==> src/design/irq_cfg.svh <==
// Purpose: Constants for the two level interrupt handler.
// Assumes: Special function addresses are byte addresses on an 8-bit bus.
// Notes: Included by the package and the handler design file.
`ifndef IRQ_CFG_SVH
`define IRQ_CFG_SVH
`define IRQ_ADDR_EN_MAIN 8'hA8
`define IRQ_ADDR_PRI_MAIN 8'hB8
`define IRQ_ADDR_EN_EXT_A 8'hE6
`define IRQ_ADDR_EN_EXT_B 8'hE7
`define IRQ_ADDR_PRI_EXT_A 8'hF6
`define IRQ_ADDR_PRI_EXT_B 8'hF7
`define IRQ_PAGE_ZERO 8'h00
`define IRQ_RST_BYTE 8'h00
`define IRQ_RST_PRI7 7'h00
`define IRQ_GLOBAL_BIT 7
`define IRQ_MAX_SRC 23
`define IRQ_VEC_BASE 16'h0003
`define IRQ_VEC_STRIDE 16'h0008
`define IRQ_HWCLR_MASK 23'h00000F
`endif

==> src/design/irq_pkg.sv <==
// Purpose: Types shared by the interrupt handler files.
// Assumes: At most 23 sources, matching the enable register bits.
// Notes: Numbers live in irq_cfg.svh.
`include "irq_cfg.svh"
package irq_pkg;
	typedef logic [4:0] src_idx_t;
	typedef logic [`IRQ_MAX_SRC-1:0] src_vec_t;
	typedef struct packed {
		logic [7:0] addr;
		logic [7:0] page;
		logic wr;
		logic rd;
		logic [7:0] wdata;
	} sfr_req_t;
	typedef struct packed {
		logic instr_done;
		logic return_from_interrupt;
	} core_evt_t;
	typedef struct packed {
		logic [7:0] en_main;
		logic [6:0] pri_main;
		logic [7:0] en_ext_a;
		logic [7:0] en_ext_b;
		logic [7:0] pri_ext_a;
		logic [7:0] pri_ext_b;
		logic win_valid;
		logic win_hi;
		src_idx_t win_idx;
		logic act_hi;
		logic act_lo;
		logic hold;
		logic call;
		logic call_hi;
		src_idx_t call_idx;
		logic [15:0] vector;
		logic [7:0] rdata;
	} ctl_state_t;
endpackage

==> src/design/irq_flag_bank.sv <==
// Purpose: Pending flags of all sources, combined per source.
// Assumes: Set, clear and hardware clear inputs are on the core clock.
// Notes: A set in the same cycle as a clear leaves the flag set.
`timescale 1ns/100ps
`default_nettype none
module irq_flag_bank #(
	parameter int NUM_SRC = 19,
	parameter int FLAGS = 4
) (
	input wire logic core_clk_in,
	input wire logic rst_b_in,
	input wire logic [NUM_SRC*FLAGS-1:0] set_in,
	input wire logic [NUM_SRC*FLAGS-1:0] clr_in,
	input wire logic [NUM_SRC-1:0] hwclr_in,
	output logic [NUM_SRC*FLAGS-1:0] pend_out,
	output logic [NUM_SRC-1:0] req_out
);
	typedef struct packed {
		logic [NUM_SRC*FLAGS-1:0] pend;
	} flag_state_t;
	flag_state_t st_ff;
	flag_state_t nxt_st;
	logic [NUM_SRC*FLAGS-1:0] hw_wide;

	initial begin
		if (NUM_SRC < 1 || FLAGS < 1) begin
			$error("irq_flag_bank needs at least one source and one flag");
		end
	end

	always_comb begin
		for (int s = 0; s < NUM_SRC; s++) begin
			hw_wide[s*FLAGS +: FLAGS] = {FLAGS{hwclr_in[s]}};
			req_out[s] = |st_ff.pend[s*FLAGS +: FLAGS];
		end
		nxt_st = st_ff;
		nxt_st.pend = (st_ff.pend & ~(clr_in | hw_wide)) | set_in;
	end

	always_ff @(posedge core_clk_in or negedge rst_b_in) begin
		if (!rst_b_in) begin
			st_ff <= '0;
		end else begin
			st_ff <= nxt_st;
		end
	end

	assign pend_out = st_ff.pend;
endmodule // irq_flag_bank
`default_nettype wire

==> src/design/two_level_interrupt_handler.sv <==
// Purpose: Two level interrupt handler with enable and priority registers.
// Assumes: The core pulses instr_done at each instruction end and return_from_interrupt when a return completes.
// Notes: A call pulse tells the core to make a long call to the given vector.
`timescale 1ns/100ps
`default_nettype none
`include "irq_cfg.svh"
module two_level_interrupt_handler
	import irq_pkg::*;
#(
	parameter int NUM_SRC = 19,
	parameter int FLAGS = 4
) (
	input wire logic core_clk_in,
	input wire logic rst_b_in,
	input wire sfr_req_t sfr_req_in,
	output logic [7:0] sfr_rdata_out,
	input wire core_evt_t core_evt_in,
	input wire logic [NUM_SRC*FLAGS-1:0] flag_set_in,
	input wire logic [NUM_SRC*FLAGS-1:0] flag_clr_in,
	output logic [NUM_SRC*FLAGS-1:0] flag_pend_out,
	output logic irq_req_out,
	output logic call_out,
	output logic call_hi_out,
	output src_idx_t call_idx_out,
	output logic [15:0] vector_out
);
	ctl_state_t st_ff;
	ctl_state_t nxt_st;
	logic [NUM_SRC-1:0] req;
	logic [NUM_SRC-1:0] hwclr;
	src_vec_t req_w;
	src_vec_t en_vec;
	src_vec_t pri_vec;
	src_vec_t gated;
	src_vec_t elig_hi;
	src_vec_t elig_lo;
	src_vec_t hw_hit;
	logic still;
	logic launch;
	logic page0;

	initial begin
		if (NUM_SRC < 1 || NUM_SRC > `IRQ_MAX_SRC || FLAGS < 1) begin
			$error("two_level_interrupt_handler source count out of range");
		end
	end

	function automatic src_idx_t first_set(input src_vec_t v);
		src_idx_t r;
		r = '0;
		for (int i = `IRQ_MAX_SRC - 1; i >= 0; i--) begin
			if (v[i]) begin
				r = src_idx_t'(i);
			end
		end
		return r;
	endfunction

	function automatic logic [15:0] vec_of(input src_idx_t idx);
		return `IRQ_VEC_BASE + `IRQ_VEC_STRIDE * {11'h000, idx};
	endfunction

	irq_flag_bank #(
		.NUM_SRC(NUM_SRC),
		.FLAGS(FLAGS)
	) u_flags (
		.core_clk_in(core_clk_in),
		.rst_b_in(rst_b_in),
		.set_in(flag_set_in),
		.clr_in(flag_clr_in),
		.hwclr_in(hwclr),
		.pend_out(flag_pend_out),
		.req_out(req)
	);

	always_comb begin
		nxt_st = st_ff;
		page0 = (sfr_req_in.page == `IRQ_PAGE_ZERO);
		req_w = `IRQ_MAX_SRC'(req);
		en_vec = {st_ff.en_ext_b, st_ff.en_ext_a, st_ff.en_main[6:0]};
		pri_vec = {st_ff.pri_ext_b, st_ff.pri_ext_a, st_ff.pri_main};
		gated = req_w & en_vec & {`IRQ_MAX_SRC{st_ff.en_main[`IRQ_GLOBAL_BIT]}};
		elig_hi = gated & pri_vec & {`IRQ_MAX_SRC{!st_ff.act_hi}};
		elig_lo = gated & ~pri_vec & {`IRQ_MAX_SRC{!st_ff.act_hi && !st_ff.act_lo}};
		nxt_st.win_valid = (elig_hi != '0) || (elig_lo != '0);
		nxt_st.win_hi = (elig_hi != '0);
		nxt_st.win_idx = first_set((elig_hi != '0) ? elig_hi : elig_lo);
		still = st_ff.win_hi ? elig_hi[st_ff.win_idx] : (elig_lo[st_ff.win_idx] && elig_hi == '0);
		launch = core_evt_in.instr_done && !core_evt_in.return_from_interrupt && st_ff.win_valid && still
			&& !st_ff.hold;
		hw_hit = launch ? ((`IRQ_MAX_SRC'(1) << st_ff.win_idx) & `IRQ_HWCLR_MASK) : '0;
		hwclr = hw_hit[NUM_SRC-1:0];
		nxt_st.call = launch;
		if (launch) begin
			nxt_st.call_hi = st_ff.win_hi;
			nxt_st.call_idx = st_ff.win_idx;
			nxt_st.vector = vec_of(st_ff.win_idx);
			if (st_ff.win_hi) begin
				nxt_st.act_hi = 1'b1;
			end else begin
				nxt_st.act_lo = 1'b1;
			end
		end
		if (core_evt_in.return_from_interrupt) begin
			nxt_st.hold = 1'b1;
			if (st_ff.act_hi) begin
				nxt_st.act_hi = 1'b0;
			end else begin
				nxt_st.act_lo = 1'b0;
			end
		end else if (core_evt_in.instr_done) begin
			nxt_st.hold = 1'b0;
		end
		if (sfr_req_in.rd) begin
			nxt_st.rdata = 8'h00;
		end
		case (sfr_req_in.addr)
			`IRQ_ADDR_EN_MAIN: begin
				if (sfr_req_in.rd) begin
					nxt_st.rdata = st_ff.en_main;
				end
				if (sfr_req_in.wr) begin
					nxt_st.en_main = sfr_req_in.wdata;
				end
			end
			`IRQ_ADDR_PRI_MAIN: begin
				if (page0 && sfr_req_in.rd) begin
					nxt_st.rdata = {1'b0, st_ff.pri_main};
				end
				if (page0 && sfr_req_in.wr) begin
					nxt_st.pri_main = sfr_req_in.wdata[6:0];
				end
			end
			`IRQ_ADDR_EN_EXT_A: begin
				if (sfr_req_in.rd) begin
					nxt_st.rdata = st_ff.en_ext_a;
				end
				if (sfr_req_in.wr) begin
					nxt_st.en_ext_a = sfr_req_in.wdata;
				end
			end
			`IRQ_ADDR_EN_EXT_B: begin
				if (sfr_req_in.rd) begin
					nxt_st.rdata = st_ff.en_ext_b;
				end
				if (sfr_req_in.wr) begin
					nxt_st.en_ext_b = sfr_req_in.wdata;
				end
			end
			`IRQ_ADDR_PRI_EXT_A: begin
				if (page0 && sfr_req_in.rd) begin
					nxt_st.rdata = st_ff.pri_ext_a;
				end
				if (page0 && sfr_req_in.wr) begin
					nxt_st.pri_ext_a = sfr_req_in.wdata;
				end
			end
			`IRQ_ADDR_PRI_EXT_B: begin
				if (page0 && sfr_req_in.rd) begin
					nxt_st.rdata = st_ff.pri_ext_b;
				end
				if (page0 && sfr_req_in.wr) begin
					nxt_st.pri_ext_b = sfr_req_in.wdata;
				end
			end
			default: begin
			end
		endcase
	end

	always_ff @(posedge core_clk_in or negedge rst_b_in) begin
		if (!rst_b_in) begin
			st_ff <= '0;
			st_ff.pri_main <= `IRQ_RST_PRI7;
			st_ff.en_main <= `IRQ_RST_BYTE;
			st_ff.pri_ext_a <= `IRQ_RST_BYTE;
			st_ff.pri_ext_b <= `IRQ_RST_BYTE;
		end else begin
			st_ff <= nxt_st;
		end
	end

	assign sfr_rdata_out = st_ff.rdata;
	assign irq_req_out = st_ff.win_valid;
	assign call_out = st_ff.call;
	assign call_hi_out = st_ff.call_hi;
	assign call_idx_out = st_ff.call_idx;
	assign vector_out = st_ff.vector;
endmodule // two_level_interrupt_handler
`default_nettype wire

==> config.mk <==
export PLATFORM = sky130hd
export DESIGN_NAME = two_level_interrupt_handler
export DESIGN_NICKNAME = d
export VERILOG_FILES = /design/src/design/irq_pkg.sv /design/src/design/irq_flag_bank.sv /design/src/design/two_level_interrupt_handler.sv
export VERILOG_INCLUDE_DIRS = /design/src /design/src/design
export SDC_FILE = /design/constraint.sdc
export NUM_CORES = 1
export LEC_CHECK = 0
export CORE_MARGIN = 2
export CORE_UTILIZATION = 60
export DETAILED_ROUTE_END_ITERATION = 10
export DONT_BUFFER_PORTS = 1
export PLACE_DENSITY = 0.76
export SYNTH_ARGS = -nofsm -noshare
export SYNTH_HDL_FRONTEND = slang
export SYNTH_SLANG_ARGS = --single-unit
==> constraint.sdc <==
create_clock -name core_clk_in -period 3.7 [get_ports core_clk_in]
set_clock_uncertainty 0.2 [all_clocks]
set_input_delay 0.74 -clock core_clk_in [delete_from_list [all_inputs] [get_ports core_clk_in]]
set_output_delay 0.74 -clock core_clk_in [all_outputs]
set_load 0.02 [all_outputs]
==> Word level (Yosys, flattened, before mapping) <==
Index checks and enable logic that the tools add are counted.
{ "totals": {"register_bits": 164, "in_bits": 182, "out_inout_bits": 108, "word_cells": 127} }
{ "classes": {"addsub": 1, "magnitude_cmp": 1, "n_eq_ne": 6, "n_shift": 1, "mux": 46, "bitwise": 11, "n_reduce_logical": 43} }
{ "ops": {"columns": ["op", "count"], "rows": [
  ["bitwise AND 23 bit", 5],
  ["two-way mux 5 bit", 23],
  ["bitwise AND 76 bit", 1],
  ["NOT 76 bit", 1],
  ["bitwise OR 76 x 16 -> 76 bit", 1],
  ["bitwise OR 76 bit", 1],
  ["OR reduction 4 bit", 19],
  ["two-way mux 8 bit", 7],
  ["== test 8 bit (second input constant)", 6],
  ["one-hot mux 8 bit (6 select lines)", 1],
  ["nonzero test 23 bit", 2],
  ["bitwise AND 19 x 23 -> 23 bit", 1],
  ["zero test 23 bit", 1],
  ["two-way mux 23 bit", 1],
  ["NOT 23 bit", 1],
  ["AND reduction 2 bit", 6],
  ["binary-select mux 1 bit (select 5 bit)", 2],
  ["adder 2 x 8 -> 9 bit (first input constant)", 1],
  ["two-way mux 1 bit", 9],
  ["logical AND 1 bit", 8],
  ["zero test 8 bit", 1],
  ["< comparator 5 x 6 -> 1 bit (second input constant)", 1],
  ["left shift 1 x 5 -> 4 bit (first input constant)", 1],
  ["zero test 1 bit", 4],
  ["other kinds (4)", 5]
]} }

==> Longest topological paths before layout <==
{ "depth": {"depth_word": 30, "ltp_mapped": 10, "depth_no_buf": 9} }

==> Modules after synthesis <==
Synthesis repeated with hierarchy kept, for this count alone.
{ "hier_totals": {"hier_cells": 752, "area_unflattened_um2": 7757.4} }
{ "modules_own_cells": {"columns": ["mod", "n_inst", "cells_per_inst", "area_per_inst_um2", "seq_area_each_um2"], "rows": [
  ["two_level_interrupt_handler", 1, 505, 4828.4, 1826.8],
  ["irq_flag_bank", 1, 247, 2929.1, 1901.8]
]} }

==> Least setup slack after synthesis <==
OpenSTA, ideal clock, no wires.
{ "synth_path": {"path_kind": "reg-to-reg", "from": "register u_flags.st_ff, in the netlist u_flags.pend_out[39]", "to": "register st_ff, in the netlist call_idx_out[0]", "setup_time_ns": 0.128, "t_arrival_ns": 2.617, "required_time_ns": 3.372, "setup_slack_ns": 0.755, "path_stages_with_launch": 9, "n_path_buf": 0, "synth_period_minus_slack_ns": 2.945, "path_cell_list": "dfrtp_1 > or4_4 > a32oi_2 > nand4_2 > o31ai_4 > o311ai_1 > o21ba_2 > nor2_4 > mux2_1"} }
{ "synth_via": {"elab_chain_len": 11, "word_cells_on_any_way": 16, "classes_between": "mux (5); bitwise (6); reduce/logical (5)"} }
{ "synth_lines": {"columns": ["element", "line_no", "source"], "rows": [
  ["from (decl)", "irq_flag_bank.sv:21", "flag_state_t st_ff;"],
  ["from (signal assigned)", "irq_flag_bank.sv:44", "st_ff <= nxt_st;"],
  ["OR reduction 4 bit *", "irq_flag_bank.sv:34", "req_out[s] = |st_ff.pend[s*FLAGS +: FLAGS];"],
  ["bitwise AND 19 x 23 -> 23 bit *", "two_level_interrupt_handler.sv:82", "gated = req_w & en_vec & {`IRQ_MAX_SRC{st_ff.en_main[`IRQ_GLOBAL_BIT]}};"],
  ["bitwise AND 23 bit *", "two_level_interrupt_handler.sv:82", null],
  ["bitwise AND 23 bit (2 in a row)", "two_level_interrupt_handler.sv:84", "elig_lo = gated & ~pri_vec & {`IRQ_MAX_SRC{!st_ff.act_hi && !st_ff.act_lo}};"],
  ["binary-select mux 1 bit (select 5 bit)", "two_level_interrupt_handler.sv:88", "still = st_ff.win_hi ? elig_hi[st_ff.win_idx] : (elig_lo[st_ff.win_idx] && elig_hi == '0);"],
  ["two-way mux 1 bit (not written as such)", "two_level_interrupt_handler.sv:88", null],
  ["logical AND 1 bit", "two_level_interrupt_handler.sv:88", null],
  ["two-way mux 1 bit *", "two_level_interrupt_handler.sv:88", null],
  ["logical AND 1 bit *", "two_level_interrupt_handler.sv:89", "launch = core_evt_in.instr_done && !core_evt_in.return_from_interrupt && st_ff.win_valid && still"],
  ["logical AND 1 bit *", "two_level_interrupt_handler.sv:90", "&& !st_ff.hold;"],
  ["to (signal assigned)", "two_level_interrupt_handler.sv:179", "st_ff <= nxt_st;"],
  ["to (decl)", "two_level_interrupt_handler.sv:27", "ctl_state_t st_ff;"]
]} }
Mark *: on every way between the ends. The rest lies on a longest branch, timed or not. The select of a mux whose other input is x is not followed.
A chain may end at the register's enable or synchronous reset.

==> Final worst setup path <==
{ "layout_path": {"from": "register u_flags.st_ff, in the netlist u_flags.pend_out[59]", "to": "register st_ff, in the netlist call_idx_out[2]"} }
Same word-level chain as after synthesis.

==> impl_metrics.prom <==
# TYPE chip_impl_metric gauge
chip_impl_metric{name="hpwl",unit="mm"} 16.8
chip_impl_metric{name="firstDrtPassIters",unit=""} 6
chip_impl_info{name="startpoint_type",value="flop"} 1
chip_impl_metric{name="achievable-frequency",unit="GHz"} 0.291
chip_impl_metric{name="ir_worst_vdd",unit="mV"} 0.441
chip_impl_metric{name="number_of_global_route_vias_before_repair",unit=""} 6417
chip_impl_info{name="hold_path_class",value="primary input to asynchronous set/reset pin"} 1
chip_impl_metric{name="layout_setup_ws",unit="ns"} 0.264
chip_impl_info{name="status",value="finished with violations"} 1
chip_impl_metric{name="cts_setup_buffers",unit=""} 0
chip_impl_metric{name="antenna_cells_inserted",unit=""} 0
chip_impl_metric{name="synthesis.instances",unit=""} 778
chip_impl_metric{name="cp_data_arrival_time",unit="ns"} 3.54
chip_impl_info{name="tritoncts",value="done"} 1
chip_impl_metric{name="detail-route-antenna-nets",unit=""} 0
chip_impl_metric{name="floorplan.initialDensity",unit=""} 0.622
chip_impl_metric{name="post_route_utilization",unit=""} 0.669
chip_impl_metric{name="cts_buffers",unit=""} 17
chip_impl_metric{name="die_h",unit="um"} 119
chip_impl_metric{name="drc",unit=""} 0
chip_impl_metric{name="cts_resized",unit=""} 0
chip_impl_metric{name="worst_hold_slack",unit="ns"} -0.191
chip_impl_metric{name="area_growth",unit="%"} 7.64
chip_impl_info{name="commonest_non_fill_non_tap_cell_in_the_layout",value="dfrtp_1"} 1
chip_impl_metric{name="dr.first_iter.drc_count",unit=""} 493
chip_impl_metric{name="finish.net_count",unit=""} 948
chip_impl_info{name="crit_path_end_kind",value="flop"} 1
chip_impl_metric{name="design.core.area",unit="um^2"} 12700
chip_impl_metric{name="cts_max_path_buffers",unit=""} 2
chip_impl_metric{name="die_area",unit="um^2"} 14100
chip_impl_metric{name="timing.final.crit_period",unit="ns"} 3.44
chip_impl_metric{name="power.density",unit="nW/um^2"} 442
chip_impl_metric{name="grt-ovfl-total",unit=""} 0
chip_impl_metric{name="via_count",unit=""} 6268
chip_impl_metric{name="critPathMaxFanout",unit=""} 15
chip_impl_metric{name="async_flop_share",unit=""} 1.00
chip_impl_metric{name="pre_cts_ws",unit="ns"} 0.292
chip_impl_metric{name="mappedNetlistArea",unit="um^2"} 7910
chip_impl_metric{name="grt_pass1_wl",unit="mm"} 34.6
chip_impl_metric{name="cellLeakagePower",unit="nW"} 3.88
chip_impl_metric{name="place.detailed.instances",unit=""} 919
chip_impl_metric{name="num_rows",unit=""} 41
chip_impl_metric{name="maxCapViolCount",unit=""} 0
chip_impl_metric{name="synth.yosys.seq_area_share",unit=""} 0.471
chip_impl_info{name="worstSetupPathType",value="flop to flop"} 1
chip_impl_metric{name="grt_util_all_layers",unit=""} 0.317
chip_impl_info{name="cts-root-buf",value="clkbuf_16"} 1
chip_impl_metric{name="placement.io_buffers",unit=""} 0
chip_impl_metric{name="routed_wirelength",unit="mm"} 22.0
chip_impl_metric{name="antenna_found_initial",unit=""} 0
chip_impl_metric{name="post_route_cells_drive_above_1_share",unit=""} 0.143
chip_impl_metric{name="top_level_port_count",unit=""} 290
chip_impl_metric{name="drv_slew",unit=""} 0
chip_impl_metric{name="tns",unit="ns"} 0
chip_impl_metric{name="cts.clk_slew.worst_paths",unit="ns"} 0.06
chip_impl_metric{name="synth_enable_flop_cells",unit=""} 0
chip_impl_metric{name="place_congestion",unit=""} 0.920
chip_impl_metric{name="clock_insertion_delay_worst_skew",unit="ns"} 0.43
chip_impl_metric{name="syn_avg_cell_area",unit="um^2"} 10.2
chip_impl_metric{name="viasPerCell",unit=""} 6.60
chip_impl_metric{name="max_h_tree_level",unit=""} 4
chip_impl_info{name="most-common-layout-cells",value="dfrtp_1 (149), inv_1 (83), a21o_1 (63)"} 1
chip_impl_metric{name="synth-seq-cells",unit=""} 149
chip_impl_metric{name="fin_cells",unit=""} 950
chip_impl_metric{name="synth.distinct_cells",unit=""} 73
chip_impl_metric{name="yosys_warnings",unit=""} 0
chip_impl_metric{name="grt_max_degree",unit=""} 150
chip_impl_metric{name="setup_viol",unit=""} 0
chip_impl_metric{name="report.final.hold_viol_count",unit=""} 149
chip_impl_info{name="grt_setup_unrepaired",value="no"} 1
chip_impl_metric{name="chipWidth",unit="um"} 119
chip_impl_info{name="postSynth.topFlopCell",value="dfrtp_1"} 1
chip_impl_metric{name="maxSlewHeadroom",unit=""} 0.547
chip_impl_info{name="violations",value="negative hold slack"} 1
chip_impl_metric{name="wl_per_cell",unit="um"} 23.2
chip_impl_metric{name="worst_pin_slew",unit="ns"} 0.671
chip_impl_metric{name="finalCritPeriodShare",unit=""} 0.929
chip_impl_metric{name="clock_sinks",unit=""} 149
chip_impl_metric{name="endpoint_required_time_on_the_critical_path",unit="ns"} 3.80
## area by class of cell
type / count / area, um^2
clock buffers: 21 / 450
clock inverters: 10 / 125
fillers: 1029 / 4210
inverters: 83 / 312
multi-input cells: 502 / 3590
flip-flops and latches: 149 / 3730
well taps: 172 / 215
repair buffers: 13 / 97.6
## metal layers
metal / global-route usage / routed length (um)
met1: 0.391 / 8610
met2: 0.538 / 11200
met3: 0.0991 / 1810
met4: 0.0893 / 433
met5: 0 / 0
## worst max-delay path: stages, from the launching register on
cell	delay, ns
dfrtp_1	0.48
o41a_1	0.54
a22oi_1	0.39
nand4_2	0.26
o31ai_4	0.33
o311ai_1	0.16
o21ba_2	0.27
nor2_4	0.31
mux2_1	0.36
## report_power, final
part	total, mW	switching, mW	leakage, nW	internal [mW]
registers	1.87	0.165	1.82	1.71
clock network	1.67	0.663	0.278	1.01
logic	0.219	0.117	1.78	0.102
total	3.76	0.946	3.88	2.82
## cells in the mapped netlist, types with 4 or more instances
library cell	number	area share
clkbuf_1	18	0.0085
nor2b_1	8	0.0063
o41a_1	11	0.016
a21oi_1	40	0.025
nor2_1	41	0.019
o22ai_1	4	0.0032
or3_1	4	0.0032
mux2_1	5	0.0071
mux2i_1	12	0.015
o21a_1	4	0.0038
nand2b_1	13	0.010
nand2_1	38	0.018
inv_1	83	0.039
o21ai_0	36	0.023
o41ai_1	6	0.0066
nand3_1	20	0.013
o221ai_1	4	0.0044
mux2_2	51	0.073
a222oi_1	4	0.0051
o21bai_1	4	0.0038
nor4_1	13	0.010
and2_1	6	0.0047
buf_4	29	0.028
dfrtp_1	149	0.47
nand4_1	12	0.0095
nand3b_1	9	0.0085
a21o_1	63	0.060
a31o_1	5	0.0055
or4_1	8	0.0076
nor3_1	7	0.0044
## cells by family (layout without fill, tap and decap cells)
group | count (synthesis) | count (layout) | synth area share
compound gates | 223 | 223 | 0.204
buf+inv | 135 | 127 | 0.0791
flops | 149 | 149 | 0.471
mux | 70 | 70 | 0.101
other cells | 1 | 9 | 0.000474
simple gates | 200 | 200 | 0.144
## registers in the layout, indices dropped and copies added (netlist names)
signal            cells
sfr_rdata_out         8
vector_out            1
st_ff                10
pri_vec              23
en_vec               23
call_idx_out          5
irq_req_out           1
call_out              1
u_flags.pend_out     76
call_hi_out           1
## final timing paths
| path | startpoint | endpoint | slack [ns] | depth (start not counted) |
|---|---|---|---|---|
| min | rst_b_in | u_flags.pend_out[13] | -0.19 | 0 |
| max | u_flags.pend_out[59] | call_idx_out[2] | 0.26 | 8 |
| max in group asynchronous | rst_b_in | pri_vec[10] | 3.28 | 0 |
| min in group core_clk_in | sfr_req_in[8] | sfr_rdata_out[7] | 0.19 | 1 |
| min reg2reg | pri_vec[22] | pri_vec[22] | 0.31 | 1 |
| max reg2reg | u_flags.pend_out[59] | call_idx_out[2] | 0.26 | 8 |
## per-stage QoR
step                      total power [mW]  cell area [um^2]  hold WS, ns
after floorplan                       2.06              7940        0.244
after global placement                2.10              7940        0.247
after detailed placement              2.12              7940        0.248
after CTS                             3.79              8510       -0.199
after global routing                  3.88              8510       -0.210
final                                 3.76              8510       -0.191
Power figures use the tool's default switching activity.
